`src/shared/usb_ep1_pkg.sv`:
```
// Constants for the endpoint 1 transmit and bus control logic.
// Assumes an 8-bit I/O register space and an 8-bit data memory bus.
package usb_ep1_pkg;
  // ----------------------------------------------------------------
  // Register map
  // ----------------------------------------------------------------
  localparam logic [7:0] EP1_CFG_ADDR  = 8'h11;
  localparam logic [7:0] SCR_ADDR      = 8'h13;
  localparam logic [7:0] CFG_RESET     = 8'h00;
  localparam logic [7:0] SCR_RESET     = 8'h00;
  localparam logic [4:0] SCR_USED_MASK = 5'h1f;
  // Endpoint 1 configuration fields
  localparam int CNT_LSB    = 0;
  localparam int CNT_MSB    = 3;
  localparam int EN_BIT     = 4;
  localparam int STALL_BIT  = 5;
  localparam int TOGGLE_BIT = 6;
  localparam int ARM_BIT    = 7;
  // Status and control fields
  localparam int ACT_BIT    = 0;
  localparam int K_BIT      = 1;
  localparam int J_BIT      = 2;
  localparam int AUTO_BIT   = 3;
  localparam int OUTEN_BIT  = 4;
  // ----------------------------------------------------------------
  // Endpoint 1 buffer in data memory
  // ----------------------------------------------------------------
  localparam logic [7:0] BUF_BASE  = 8'h78;
  localparam logic [7:0] BUF_LAST  = 8'h7f;
  localparam int         BUF_BYTES = 8;
  localparam logic [3:0] MAX_COUNT = 4'h8;
  // ----------------------------------------------------------------
  // Token and handshake codes
  // ----------------------------------------------------------------
  typedef enum logic [1:0] {TOK_OUT, TOK_IN, TOK_SETUP} token_type;
  localparam logic [1:0] REPLY_ACK   = 2'h0;
  localparam logic [1:0] REPLY_NAK   = 2'h1;
  localparam logic [1:0] REPLY_STALL = 2'h2;
endpackage : usb_ep1_pkg

```
`src/hw/usb_endpoint_one_transmit_config_and_bus_control.sv`:
```
// Endpoint 1 transmit engine, its byte FIFO and the USB status/control.
// Assumes a packet layer that decodes tokens and data packets and
// serialises the outgoing data packet; all inputs share sys_clk.
`timescale 1ns/100ps
`default_nettype none

module byte_fifo #(
  parameter int WIDTH = 8,
  parameter int DEPTH = 8
) (
  // Clock and reset
  input  wire logic             sys_clk,
  input  wire logic             arst_n,
  // Fill side
  input  wire logic             in_valid,
  output logic                  in_ready,
  input  wire logic [WIDTH-1:0] in_data,
  // Drain side
  output logic                  out_valid,
  input  wire logic             out_ready,
  output logic      [WIDTH-1:0] out_data
);
  localparam int AW = $clog2(DEPTH);
  logic [WIDTH-1:0] mem_reg [DEPTH];
  logic [AW-1:0]    wr_ptr_reg;
  logic [AW-1:0]    rd_ptr_reg;
  logic [AW:0]      fill_reg;
  wire              push = in_valid && in_ready;
  wire              pop  = out_valid && out_ready;

  assign in_ready  = (fill_reg != (AW+1)'(DEPTH));
  assign out_valid = (fill_reg != '0);
  assign out_data  = mem_reg[rd_ptr_reg];

  always_ff @(posedge sys_clk) begin
    if (push) mem_reg[wr_ptr_reg] <= in_data;
  end

  always_ff @(posedge sys_clk or negedge arst_n) begin
    if (!arst_n) begin
      wr_ptr_reg <= '0;
      rd_ptr_reg <= '0;
      fill_reg   <= '0;
    end else begin
      if (push) wr_ptr_reg <= AW'(wr_ptr_reg + 1'b1);
      if (pop)  rd_ptr_reg <= AW'(rd_ptr_reg + 1'b1);
      fill_reg <= (AW+1)'(fill_reg + push - pop);
    end
  end
endmodule : byte_fifo

module usb_endpoint_one_transmit_config_and_bus_control (
  // Clock and reset
  input  wire logic                   sys_clk,
  input  wire logic                   arst_n,
  // Core I/O register port
  input  wire logic [7:0]             io_addr,
  input  wire logic                   io_wr,
  input  wire logic [7:0]             io_wdata,
  output logic      [7:0]             io_rdata,
  // Core data memory writes
  input  wire logic [7:0]             dm_addr,
  input  wire logic                   dm_wr,
  input  wire logic [7:0]             dm_wdata,
  // Decoded tokens and received data packets
  input  wire logic                   tok_valid,
  input  wire usb_ep1_pkg::token_type tok_kind,
  input  wire logic [3:0]             tok_endp,
  input  wire logic                   rx_valid,
  input  wire logic                   rx_data1,
  input  wire logic [3:0]             rx_len,
  input  wire logic                   rx_err,
  input  wire logic                   hs_valid,
  input  wire logic                   hs_ack,
  // Handshake reply to the host
  output logic                        reply_valid,
  output logic      [1:0]             reply_code,
  output logic                        ep0_store,
  // Outgoing data packet
  output logic                        tx_start,
  output logic                        tx_data1,
  output logic                        tx_valid,
  input  wire logic                   tx_ready,
  output logic      [7:0]             tx_data,
  input  wire logic                   tx_done,
  // Line sense and forced drive
  input  wire logic                   line_dp,
  input  wire logic                   line_dm,
  output logic                        force_oe,
  output logic                        force_dp,
  output logic                        force_dm,
  // Endpoint 1 interrupt request
  output logic                        ep1_irq
);
  import usb_ep1_pkg::*;

  typedef enum {ST_IDLE, ST_LOAD, ST_SEND, ST_WAIT_HS} tx_state_type;

  // ----------------------------------------------------------------
  // Registers and decode
  // ----------------------------------------------------------------
  logic [7:0]   cfg_reg;
  logic [4:0]   scr_reg;
  logic [7:0]   buf_reg [BUF_BYTES];
  tx_state_type state_reg;
  tx_state_type state_next;
  logic [3:0]   ld_idx_reg;
  logic         out_pend_reg;
  logic         reply_valid_reg;
  logic [1:0]   reply_code_reg;
  logic         store_reg;
  logic         irq_reg;
  logic         start_reg;

  wire       cfg_wr    = io_wr && (io_addr == EP1_CFG_ADDR);
  wire       scr_wr    = io_wr && (io_addr == SCR_ADDR);
  wire       buf_wr    = dm_wr && (dm_addr >= BUF_BASE) &&
                         (dm_addr <= BUF_LAST);
  wire [2:0] buf_idx   = dm_addr[2:0];
  wire [3:0] raw_cnt   = cfg_reg[CNT_MSB:CNT_LSB];
  wire [3:0] send_cnt  = (raw_cnt > MAX_COUNT) ? MAX_COUNT : raw_cnt;
  wire       ep1_en    = cfg_reg[EN_BIT];
  wire       ep1_stall = cfg_reg[STALL_BIT];
  wire       ep1_arm   = cfg_reg[ARM_BIT];
  wire       auto_out  = scr_reg[AUTO_BIT];
  wire       out_en    = scr_reg[OUTEN_BIT];

  wire tok_ep1   = tok_valid && (tok_endp == 4'h1) && ep1_en;
  wire tok_ep0   = tok_valid && (tok_endp == 4'h0);
  wire ep1_in    = tok_ep1 && (tok_kind == TOK_IN);
  wire ep1_out   = tok_ep1 && (tok_kind == TOK_OUT);
  wire stall_ep1 = (ep1_in || ep1_out) && ep1_stall;
  wire send_go   = ep1_in && !ep1_stall && ep1_arm &&
                   (state_reg == ST_IDLE);
  wire nak_ep1   = ep1_in && !ep1_stall && !ep1_arm;
  wire setup0    = tok_ep0 && (tok_kind == TOK_SETUP);
  wire rx_ep0    = rx_valid && out_pend_reg && !rx_err;
  wire stat_ok   = rx_data1 && (rx_len == 4'h0);
  wire auto_ack  = rx_ep0 && auto_out && stat_ok;
  wire auto_stl  = rx_ep0 && auto_out && !stat_ok;
  wire out_ack   = rx_ep0 && !auto_out && out_en;
  wire out_nak   = rx_ep0 && !auto_out && !out_en;
  wire host_ack  = (state_reg == ST_WAIT_HS) && hs_valid && hs_ack;
  wire line_busy = !(!line_dp && line_dm);

  // ----------------------------------------------------------------
  // Endpoint 1 configuration
  // ----------------------------------------------------------------
  logic [7:0] cfg_next;
  always_comb begin
    cfg_next = cfg_wr ? io_wdata : cfg_reg;
    if (host_ack && !cfg_wr) cfg_next[ARM_BIT] = 1'b0;
  end

  always_ff @(posedge sys_clk or negedge arst_n) begin
    if (!arst_n) begin
      cfg_reg <= CFG_RESET;
    end else begin
      cfg_reg <= cfg_next;
    end
  end

  // ----------------------------------------------------------------
  // Status and control
  // ----------------------------------------------------------------
  logic [4:0] scr_next;
  always_comb begin
    scr_next = scr_reg;
    if (scr_wr) begin
      scr_next = io_wdata[4:0] & SCR_USED_MASK;
      scr_next[ACT_BIT] = scr_reg[ACT_BIT] & io_wdata[ACT_BIT];
    end
    if (line_busy) scr_next[ACT_BIT] = 1'b1;
    if (setup0) begin
      scr_next[AUTO_BIT]  = 1'b0;
      scr_next[OUTEN_BIT] = 1'b0;
    end
    if (out_ack) scr_next[OUTEN_BIT] = 1'b0;
  end

  always_ff @(posedge sys_clk or negedge arst_n) begin
    if (!arst_n) begin
      scr_reg <= SCR_RESET[4:0];
    end else begin
      scr_reg <= scr_next;
    end
  end

  assign io_rdata = (io_addr == EP1_CFG_ADDR) ? cfg_reg :
                    (io_addr == SCR_ADDR)     ? {3'h0, scr_reg} : 8'h00;

  // K wins when firmware sets both forcing bits
  assign force_oe = scr_reg[K_BIT] || scr_reg[J_BIT];
  assign force_dp = scr_reg[K_BIT];
  assign force_dm = !scr_reg[K_BIT] && scr_reg[J_BIT];

  // ----------------------------------------------------------------
  // Endpoint 1 buffer
  // ----------------------------------------------------------------
  always_ff @(posedge sys_clk) begin
    if (buf_wr) buf_reg[buf_idx] <= dm_wdata;
  end

  // ----------------------------------------------------------------
  // Transmit sequencer
  // ----------------------------------------------------------------
  logic fifo_in_ready;
  wire  ld_more = (ld_idx_reg < send_cnt);
  wire  push    = (state_reg == ST_LOAD) && ld_more;

  always_comb begin
    state_next = state_reg;
    case (state_reg)
      ST_IDLE:    if (send_go) state_next = ST_LOAD;
      ST_LOAD:    if (!ld_more) state_next = ST_SEND;
      ST_SEND:    if (tx_done) state_next = ST_WAIT_HS;
      ST_WAIT_HS: if (hs_valid || tok_valid) state_next = ST_IDLE;
      default:    state_next = ST_IDLE;
    endcase
  end

  always_ff @(posedge sys_clk or negedge arst_n) begin
    if (!arst_n) begin
      state_reg  <= ST_IDLE;
      ld_idx_reg <= 4'h0;
      start_reg  <= 1'b0;
      irq_reg    <= 1'b0;
    end else begin
      state_reg  <= state_next;
      start_reg  <= send_go;
      irq_reg    <= host_ack;
      if (send_go) begin
        ld_idx_reg <= 4'h0;
      end else if (push && fifo_in_ready) begin
        ld_idx_reg <= 4'(ld_idx_reg + 1'b1);
      end
    end
  end

  byte_fifo #(.WIDTH(8), .DEPTH(BUF_BYTES)) tx_fifo (
    .sys_clk   (sys_clk),
    .arst_n    (arst_n),
    .in_valid  (push),
    .in_ready  (fifo_in_ready),
    .in_data   (buf_reg[ld_idx_reg[2:0]]),
    .out_valid (tx_valid),
    .out_ready (tx_ready),
    .out_data  (tx_data)
  );

  assign tx_start = start_reg;
  assign tx_data1 = cfg_reg[TOGGLE_BIT];
  assign ep1_irq  = irq_reg;

  // ----------------------------------------------------------------
  // Handshake replies and endpoint 0 OUT handling
  // ----------------------------------------------------------------
  wire       rep_any  = stall_ep1 || nak_ep1 || auto_ack || auto_stl ||
                        out_ack || out_nak;
  wire [1:0] rep_code = (stall_ep1 || auto_stl)  ? REPLY_STALL :
                        (nak_ep1 || out_nak)     ? REPLY_NAK : REPLY_ACK;

  always_ff @(posedge sys_clk or negedge arst_n) begin
    if (!arst_n) begin
      out_pend_reg    <= 1'b0;
      reply_valid_reg <= 1'b0;
      reply_code_reg  <= REPLY_ACK;
      store_reg       <= 1'b0;
    end else begin
      if (tok_valid) out_pend_reg <= tok_ep0 && (tok_kind == TOK_OUT);
      else if (rx_valid) out_pend_reg <= 1'b0;
      reply_valid_reg <= rep_any;
      reply_code_reg  <= rep_code;
      store_reg       <= out_ack;
    end
  end

  assign reply_valid = reply_valid_reg;
  assign reply_code  = reply_code_reg;
  assign ep0_store   = store_reg;
endmodule : usb_endpoint_one_transmit_config_and_bus_control

`default_nettype wire

```
`config.mk`:
```
export PLATFORM = sky130hd
export DESIGN_NAME = usb_endpoint_one_transmit_config_and_bus_control
export DESIGN_NICKNAME = d
export VERILOG_FILES = /design/src/shared/usb_ep1_pkg.sv /design/src/hw/usb_endpoint_one_transmit_config_and_bus_control.sv
export SDC_FILE = /design/constraint.sdc
export NUM_CORES = 1
export LEC_CHECK = 0
export BUFFER_PORTS_ARGS = -buffer_cell sky130_fd_sc_hd__clkbuf_2
export CAP_MARGIN = 40
export CELL_PAD_IN_SITES_DETAIL_PLACEMENT = 1
export CELL_PAD_IN_SITES_GLOBAL_PLACEMENT = 1
export CORE_MARGIN = 2
export CORE_UTILIZATION = 25
export CTS_CLUSTER_SIZE = 8
export DETAILED_ROUTE_END_ITERATION = 6
export GPL_ROUTABILITY_DRIVEN = 0
export PLACE_DENSITY = 0.55
export SLEW_MARGIN = 20
export SYNTH_ARGS = -nofsm -noshare
export SYNTH_HDL_FRONTEND = slang
export SYNTH_SLANG_ARGS = --single-unit
export TNS_END_PERCENT = 5
```
`constraint.sdc`:
```
create_clock -name sys_clk -period 3.1 [get_ports sys_clk]
set_input_delay 0 -clock sys_clk [delete_from_list [all_inputs] [get_ports sys_clk]]
set_output_delay 0 -clock sys_clk [all_outputs]
set_load 0.03 [all_outputs]
```
# Yosys cells after proc, flatten, opt, wreduce, memory -nomap -nowiden
# Memory sizes are Yosys's and may differ from the RTL's.
# Cells that the tools add are included.
[totals] reg_bits=66 n_memories=2 in_bits=56 ram_bits=128
[classes] add_sub_neg=5 mux=24 bitwise=1 n_reduce_logical=64 eq_ne=16 order_cmp=4
[memory_table] memory="buf_reg" words=8 width=8 rd=1 rd_ports_with_merged_regs=0 wr=1 line="usb_endpoint_one_transmit_config_and_bus_control.sv:104" text="logic [7:0] buf_reg [BUF_BYTES];"
[memory_table] memory="tx_fifo.mem_reg" words=8 width=8 rd=1 rd_ports_with_merged_regs=0 wr=1 line="usb_endpoint_one_transmit_config_and_bus_control.sv:24" text="logic [WIDTH-1:0] mem_reg [DEPTH];"
[ops] cell="two-way mux 32 bit" count=4
[ops] cell="one-hot mux 32 bit (4 select lines)" count=1
[ops] cell="== test 32 x 2 -> 1 bit (second input constant)" count=3
[ops] cell="logical NOT 32 bit" count=2
[ops] cell="logical AND 1 bit" count=33
[ops] cell="== test 32 x 1 -> 1 bit (second input constant)" count=1
[ops] cell="== test 32 x 3 -> 1 bit (second input constant)" count=1
[ops] cell="== test 8 x 5 -> 1 bit (second input constant)" count=2
[ops] cell="two-way mux 8 bit" count=2
[ops] cell="two-way mux 4 bit" count=3
[ops] cell="logical OR 1 bit" count=10
[ops] cell="two-way mux 1 bit" count=10
[ops] cell="two-way mux 5 bit" count=2
[ops] cell="inequality test 2 bit (second input constant)" count=5
[ops] cell="logical NOT 1 bit" count=9
[ops] cell=">= comparator 8 x 7 -> 1 bit (second input constant)" count=1
[ops] cell="less-or-equal comparator 8 x 7 -> 1 bit (second input constant)" count=1
[ops] cell="logical NOT 4 bit" count=2
[ops] cell="nonzero test 2 bit" count=4
[ops] cell="adder 3 x 1 -> 3 bit (second input constant)" count=2
[ops] cell="adder 4 x 1 -> 4 bit" count=1
[ops] cell="adder 4 x 1 -> 4 bit (second input constant)" count=1
[ops] cell="== test 4 x 1 -> 1 bit (second input constant)" count=1
[ops] cell="greater-than comparator 4 bit (second input constant)" count=1
[ops] cell="other kinds (11)" count=12

# Longest topological paths before layout
[depth] ltp_word=11 depth_mapped=11 ltp_nobuf=11

# Hierarchy
# From an unflattened synthesis, not the netlist that was laid out.
[hier_totals] cells_unflattened=383 area_unflattened_um2=6937.9
[by_module_without_submodules] module="usb_endpoint_one_transmit_config_and_bus_control" cells_each=233 n_inst=1 area_each_um2=3873.7
[by_module_without_submodules] module="byte_fifo" cells_each=150 n_inst=1 area_each_um2=3064.2

# Worst setup path after synthesis
# Ideal clock, no wire load.
[synth_path] kind="register to register" start="reg cfg_reg[3]" end="mem tx_fifo.mem_reg[2][0], enable pin" n_path_buf=0 setup_time_ps=398 path_stages_with_launch=8 period_less_slack_ps=2808 arrival_time_ps=2410 setup_slack_ps=292 path_cell_list="dfrtp_1 inv_1 nand2_1 ha_1 o211ai_1 o2111a_1 nand2_1 nor4b_1"
[synth_between] elab_chain_cells=7
[synth_lines] item="start: declaration" line="usb_endpoint_one_transmit_config_and_bus_control.sv:102" text="logic [7:0] cfg_reg;"
[synth_lines] item="start signal: assignment" line="usb_endpoint_one_transmit_config_and_bus_control.sv:159" text="cfg_reg <= cfg_next;"
[synth_lines] item="greater-than comparator 4 bit" line="usb_endpoint_one_transmit_config_and_bus_control.sv:121" text="wire [3:0] send_cnt = (raw_cnt > MAX_COUNT) ? MAX_COUNT : raw_cnt;"
[synth_lines] item="two-way mux 4 bit (*)" line="usb_endpoint_one_transmit_config_and_bus_control.sv:121"
[synth_lines] item="< comparator 4 bit (*)" line="usb_endpoint_one_transmit_config_and_bus_control.sv:208" text="wire ld_more = (ld_idx_reg < send_cnt);"
[synth_lines] item="logical AND 1 bit (*)" line="usb_endpoint_one_transmit_config_and_bus_control.sv:209" text="wire push = (state_reg == ST_LOAD) && ld_more;"
[synth_lines] item="logical AND 1 bit (*)" line="usb_endpoint_one_transmit_config_and_bus_control.sv:28" text="wire push = in_valid && in_ready;"
[synth_lines] item="two-way mux 1 bit (*)" line="usb_endpoint_one_transmit_config_and_bus_control.sv:36" text="if (push) mem_reg[wr_ptr_reg] <= in_data;"
[synth_lines] item="two-way mux 1 bit (implied by the code) (*)" line="usb_endpoint_one_transmit_config_and_bus_control.sv:36"
[synth_lines] item="end: declaration" line="usb_endpoint_one_transmit_config_and_bus_control.sv:24"
# Every way passes the cells marked *; elsewhere a longest branch is shown, timed or not.

# Worst setup path in the final report
[layout_path] start="reg cfg_reg[3]" end="reg tx_fifo.fill_reg[2]"
[layout_between] elab_chain_cells=7
[layout_lines] item="greater-than comparator 4 bit" line="usb_endpoint_one_transmit_config_and_bus_control.sv:121"
[layout_lines] item="two-way mux 4 bit (*)" line="usb_endpoint_one_transmit_config_and_bus_control.sv:121"
[layout_lines] item="< comparator 4 bit (*)" line="usb_endpoint_one_transmit_config_and_bus_control.sv:208"
[layout_lines] item="logical AND 1 bit (*)" line="usb_endpoint_one_transmit_config_and_bus_control.sv:209"
[layout_lines] item="logical AND 1 bit (*)" line="usb_endpoint_one_transmit_config_and_bus_control.sv:28"
[layout_lines] item="via tx_fifo.push" line="usb_endpoint_one_transmit_config_and_bus_control.sv:28"
[layout_lines] item="adder 4 x 1 -> 4 bit (*)" line="usb_endpoint_one_transmit_config_and_bus_control.sv:47" text="fill_reg <= (AW+1)'(fill_reg + push - pop);"
[layout_lines] item="subtractor 4 x 1 -> 4 bit (*)" line="usb_endpoint_one_transmit_config_and_bus_control.sv:47"
[layout_lines] item="end signal: assignment" line="usb_endpoint_one_transmit_config_and_bus_control.sv:47"
[layout_lines] item="end: declaration" line="usb_endpoint_one_transmit_config_and_bus_control.sv:27" text="logic [AW:0] fill_reg;"
# The timed path passes the listed nets; every way through them passes the cells marked *.
# A chain may end at the register's enable or synchronous reset.

==> summary.md <==
| Metric | Value |
|---|---|
| Critical path type | reg2reg |
| Row cnt | 60 |
| Deepest clock path buffer count | 2 |
| Seq cells post-synth | 164 |
| Io pins | between 80 and 90 |
| Synth unique cells | 53 |
| Final Hold Violating Endpoints | 0 |
| Inst Count DP | between 800 and 900 |
| Finished Cell Area | roughly 8900 sq um |
| Multiplexer share of the synthesized area | between 10% and 20% |
| Max frequency | ~370 MHz |
| Worst Setup SP | cfg_reg[3]$_DFFE_PN0P_ |
| Peak supply drop | ~330 uV |
| GRT Util Overall | a little under an eighth |
| Nets@finish | ~610 |
| CP Launch Type | flip-flop |
| CP Capture Type | flip-flop |
| Post-Route WL | between 15000 and 20000 um |
| Area Overhead vs Synth | 27.9% |
| Syn Nets | ~460 |
| Clk slew on worst S/H paths | about 0.07 ns |
| Fin crit share | between 80% and 90% |
| Post-DRT Antenna Nets | 0 |
| DRT Pass-1 Iters | 4 |
| Post-CTS setup buffers | 0 |
| CTS tree | done |
| Global-route wire length before repair | roughly 25000 um |
| Area fraction in compound gates after synthesis | between 3 and 4% |
| Cell Area, Synth | ~6900 sq um |
| Total number of vias | 3927 |
| Synth Area in Adders | ~3.4% |
| Fin util | ~33% |
| Switching power total | between 2 and 2.5 mW |
| Setup ws final | 0.389 ns |
| Die Y | roughly 170 um |
| Largest net degree at the start of global routing | 22 |
| Sw frac | between 30% and 40% |
| Synthesized area per cell | roughly 18 sq um |
| Layout cells sized above 1 | a little under two fifths |
| Worst Max-Slew Pin Slew | approximately 0.6 ns |
| Initial antenna violation count | 0 |
| Clock network power share | between 20% and 30% |
| H-tree levels | 4 |
| R2r startpoint | cfg_reg[3]$_DFFE_PN0P_ |
| Drt wl/cell | 16.8 um |
| Gate power share | 29.9% |
| Post-DP Area | 7930 sq um |
| DIE AREA | around 29000 sq um |
| Arrival time worst endpoint | a little over 3 ns |
| Cts bufs inserted | 17 |
| Crit path max fanout | 6 |
| Worst Path Required | ~3.4 ns |
| Unrepaired setup endpoints after global routing | false |
| Skew-Pair Late Insertion Delay | ~0.42 ns |
| Cell Int Power | about 4.8 mW |
| Initial Util | about a quarter |
| Leakage power | 3.33 nW |
| Worst hold path class | in2reg |
| Post-route minimum period | 2.71 ns |
| N_diodes | 0 |
| Pre-CTS setup slack | a little over 0.4 ns |
| Die width | ~170 um |
| Maxcap violations | 0 |
| Final Non-Filler Cells | slightly above 900 |
| Worst Skew | between 0.008 and 0.009 ns |
| CTS root buf | clkbuf_16 |
| Final setup fails | 0 |
| Fin Setup TNS | 0 ns |
| GRT overflow | 0 |
| Slew Limit Fails | 0 |
| HPWL after DPL | 10900 um |
| XOR/XNOR share of the synthesized area | 0.758% |
| Cells after Synth | about 390 |
| # clock sinks | between 150 and 200 |
| Warnings, synthesis | 0 |
| Outcome | complete, no violations |
| Hold Startpoint | dm_addr[1] |
| DRC viols | 0 |
| Slew headroom | between 60 and 70% |
| Largest family of logic cells by synthesized area | multiplexers |
| Post-synthesis simple-gate area fraction | 6.48% |
| Pwr per Cell Area | slightly below 800 nW/um^2 |
| Avg Vias per Cell | around 4.3 |
| Flop pwr share | between 40% and 50% |
| Sequential share of the synthesized area | slightly below 70% |
| Core area | roughly 27000 sq um |
| Vias in the first global route | approximately 4500 |
| I/O Buffers | slightly above 80 |
| DRT iter0 DRCs | about 170 |
[power by group through the flow]
stage                     registers (mW)  clock network (mW)  logic, mW
after global routing                2.91                2.16       2.32
after floorplan                     2.85                   0       1.53
after detailed placement            2.97                   0       2.05
after global placement              2.95                   0       1.96
after CTS                           2.92                2.08       2.10
final                               2.88                2.02       2.09
[synth_stat cells (all sizes together)]
cell type	n	share of area [%]
o21bai	1	0.11
nor3	5	0.36
and3	2	0.20
a31o	1	0.13
o21ai	4	0.29
buf	8	0.65
or3b	1	0.13
nor3b	5	0.54
nand4	4	0.36
or4	2	0.22
nor2b	2	0.18
or2	1	0.090
dfrtp	36	13
a211o	1	0.13
nor2	11	0.60
and3b	1	0.13
nand2	12	0.65
a211oi	1	0.11
o2111ai	1	0.13
o211ai	1	0.11
clkbuf	5	0.27
xnor2	5	0.63
a22o	5	0.63
nand3	7	0.58
nor4b	6	1.2
a21o	1	0.11
and2	4	0.36
xor2	1	0.13
nand3b	2	0.22
o32ai	2	0.25
nand2b	3	0.27
or3	2	0.18
a221oi	1	0.13
mux2i	2	0.29
nor4	2	0.18
a21oi	8	0.58
mux2	29	5.1
o31ai	2	0.22
fa	1	0.29
edfxtp	128	55
ha	17	3.1
inv	22	1.2
mux4	32	10
o2111a	1	0.16
[metrics by stage]
step / power, mW / hold slack, ns
after global routing: 7.38 / 0.0318
after detailed placement: 5.02 / -0.0244
after global placement: 4.91 / 0.188
after CTS: 7.10 / 0.00703
after floorplan: 4.38 / -0.296
final: 6.99 / 0.0205
[kinds of logic after synthesis]
| kind of cell | count (synthesis) |
|---|---|
| AO/OA/AOI/OAI | 30 |
| XOR/XNOR | 6 |
| adder cells (fa/ha/maj) | 18 |
| buffers and inverters | 35 |
| flip-flops | 164 |
| multiplexers | 63 |
| AND/OR/NAND/NOR | 72 |
[placed cells by master (no fill, tap or decap), types with 3 or more instances in the layout]
master / n
a22o_1: 5
buf_4: 20
inv_1: 22
mux2_2: 21
mux4_2: 32
nand3_1: 6
edfxtp_1: 128
nand2_1: 12
o21ai_0: 4
inv_8: 3
nor2_1: 11
inv_6: 5
xnor2_1: 5
a21oi_1: 8
nand2b_1: 3
nor3b_1: 5
nor3_1: 4
clkbuf_2: 82
and2_1: 3
nand4_1: 4
ha_1: 17
clkbuf_16: 17
mux2_4: 8
dfrtp_1: 36
dlygate4sd3_1: 36
nor4b_2: 3
[final cells by class]
class	instances	area (sq um)
tap	372	465
fill	2823	18200
clock buffer	17	425
inverter	22	82.6
timing repair buffer	140	963
multi-input combinational	189	2050
sequential	164	4740
clock inverter	15	143
[path summary, 6_finish.rpt]
kind	to	slack [ns]	depth (start not counted)
min in group asynchronous	scr_reg[3]$_DFFE_PN0P_	0.08	2
worst max-delay path	tx_fifo.fill_reg[2]$_DFF_PN0_	0.39	11
worst min-delay path	buf_reg[7][1]$_DFFE_PP_	0.02	3
worst min register to register	ep0_store$_DFF_PN0_	0.54	1
max in group asynchronous	tx_fifo.wr_ptr_reg[0]$_DFFE_PN0P_	2.54	3
worst max register to register	tx_fifo.fill_reg[2]$_DFF_PN0_	0.39	11
[repair_timing]
item                       CTS  global route
resized for setup            0             0
setup endpoints to repair    0             0
hold buffers                36             0
hold endpoints to repair   126             0
[routing by layer]
metal / global-route usage [%] / up-vias / part of all wire (%)
li1: - / 1819 / -
met2: 19.9 / 63 / 52
met3: 2.01 / 18 / 2.6
met4: 4.68 / 0 / 1.7
met1: 14.1 / 2027 / 44
met5: 0 / - / 0
[critical path, cell delays in order, from the launching register on]
cell and delay, ns:
dfrtp_1 0.42, inv_1 0.11, nand2_1 0.07, ha_1 0.27, o211ai_1 0.24, o2111a_1 0.37, nand2_1 0.21, inv_1 0.15
ha_1 0.18, inv_1 0.06, fa_1 0.38, xnor2_1 0.14
No activity file was read; power rests on OpenSTA's default activity.
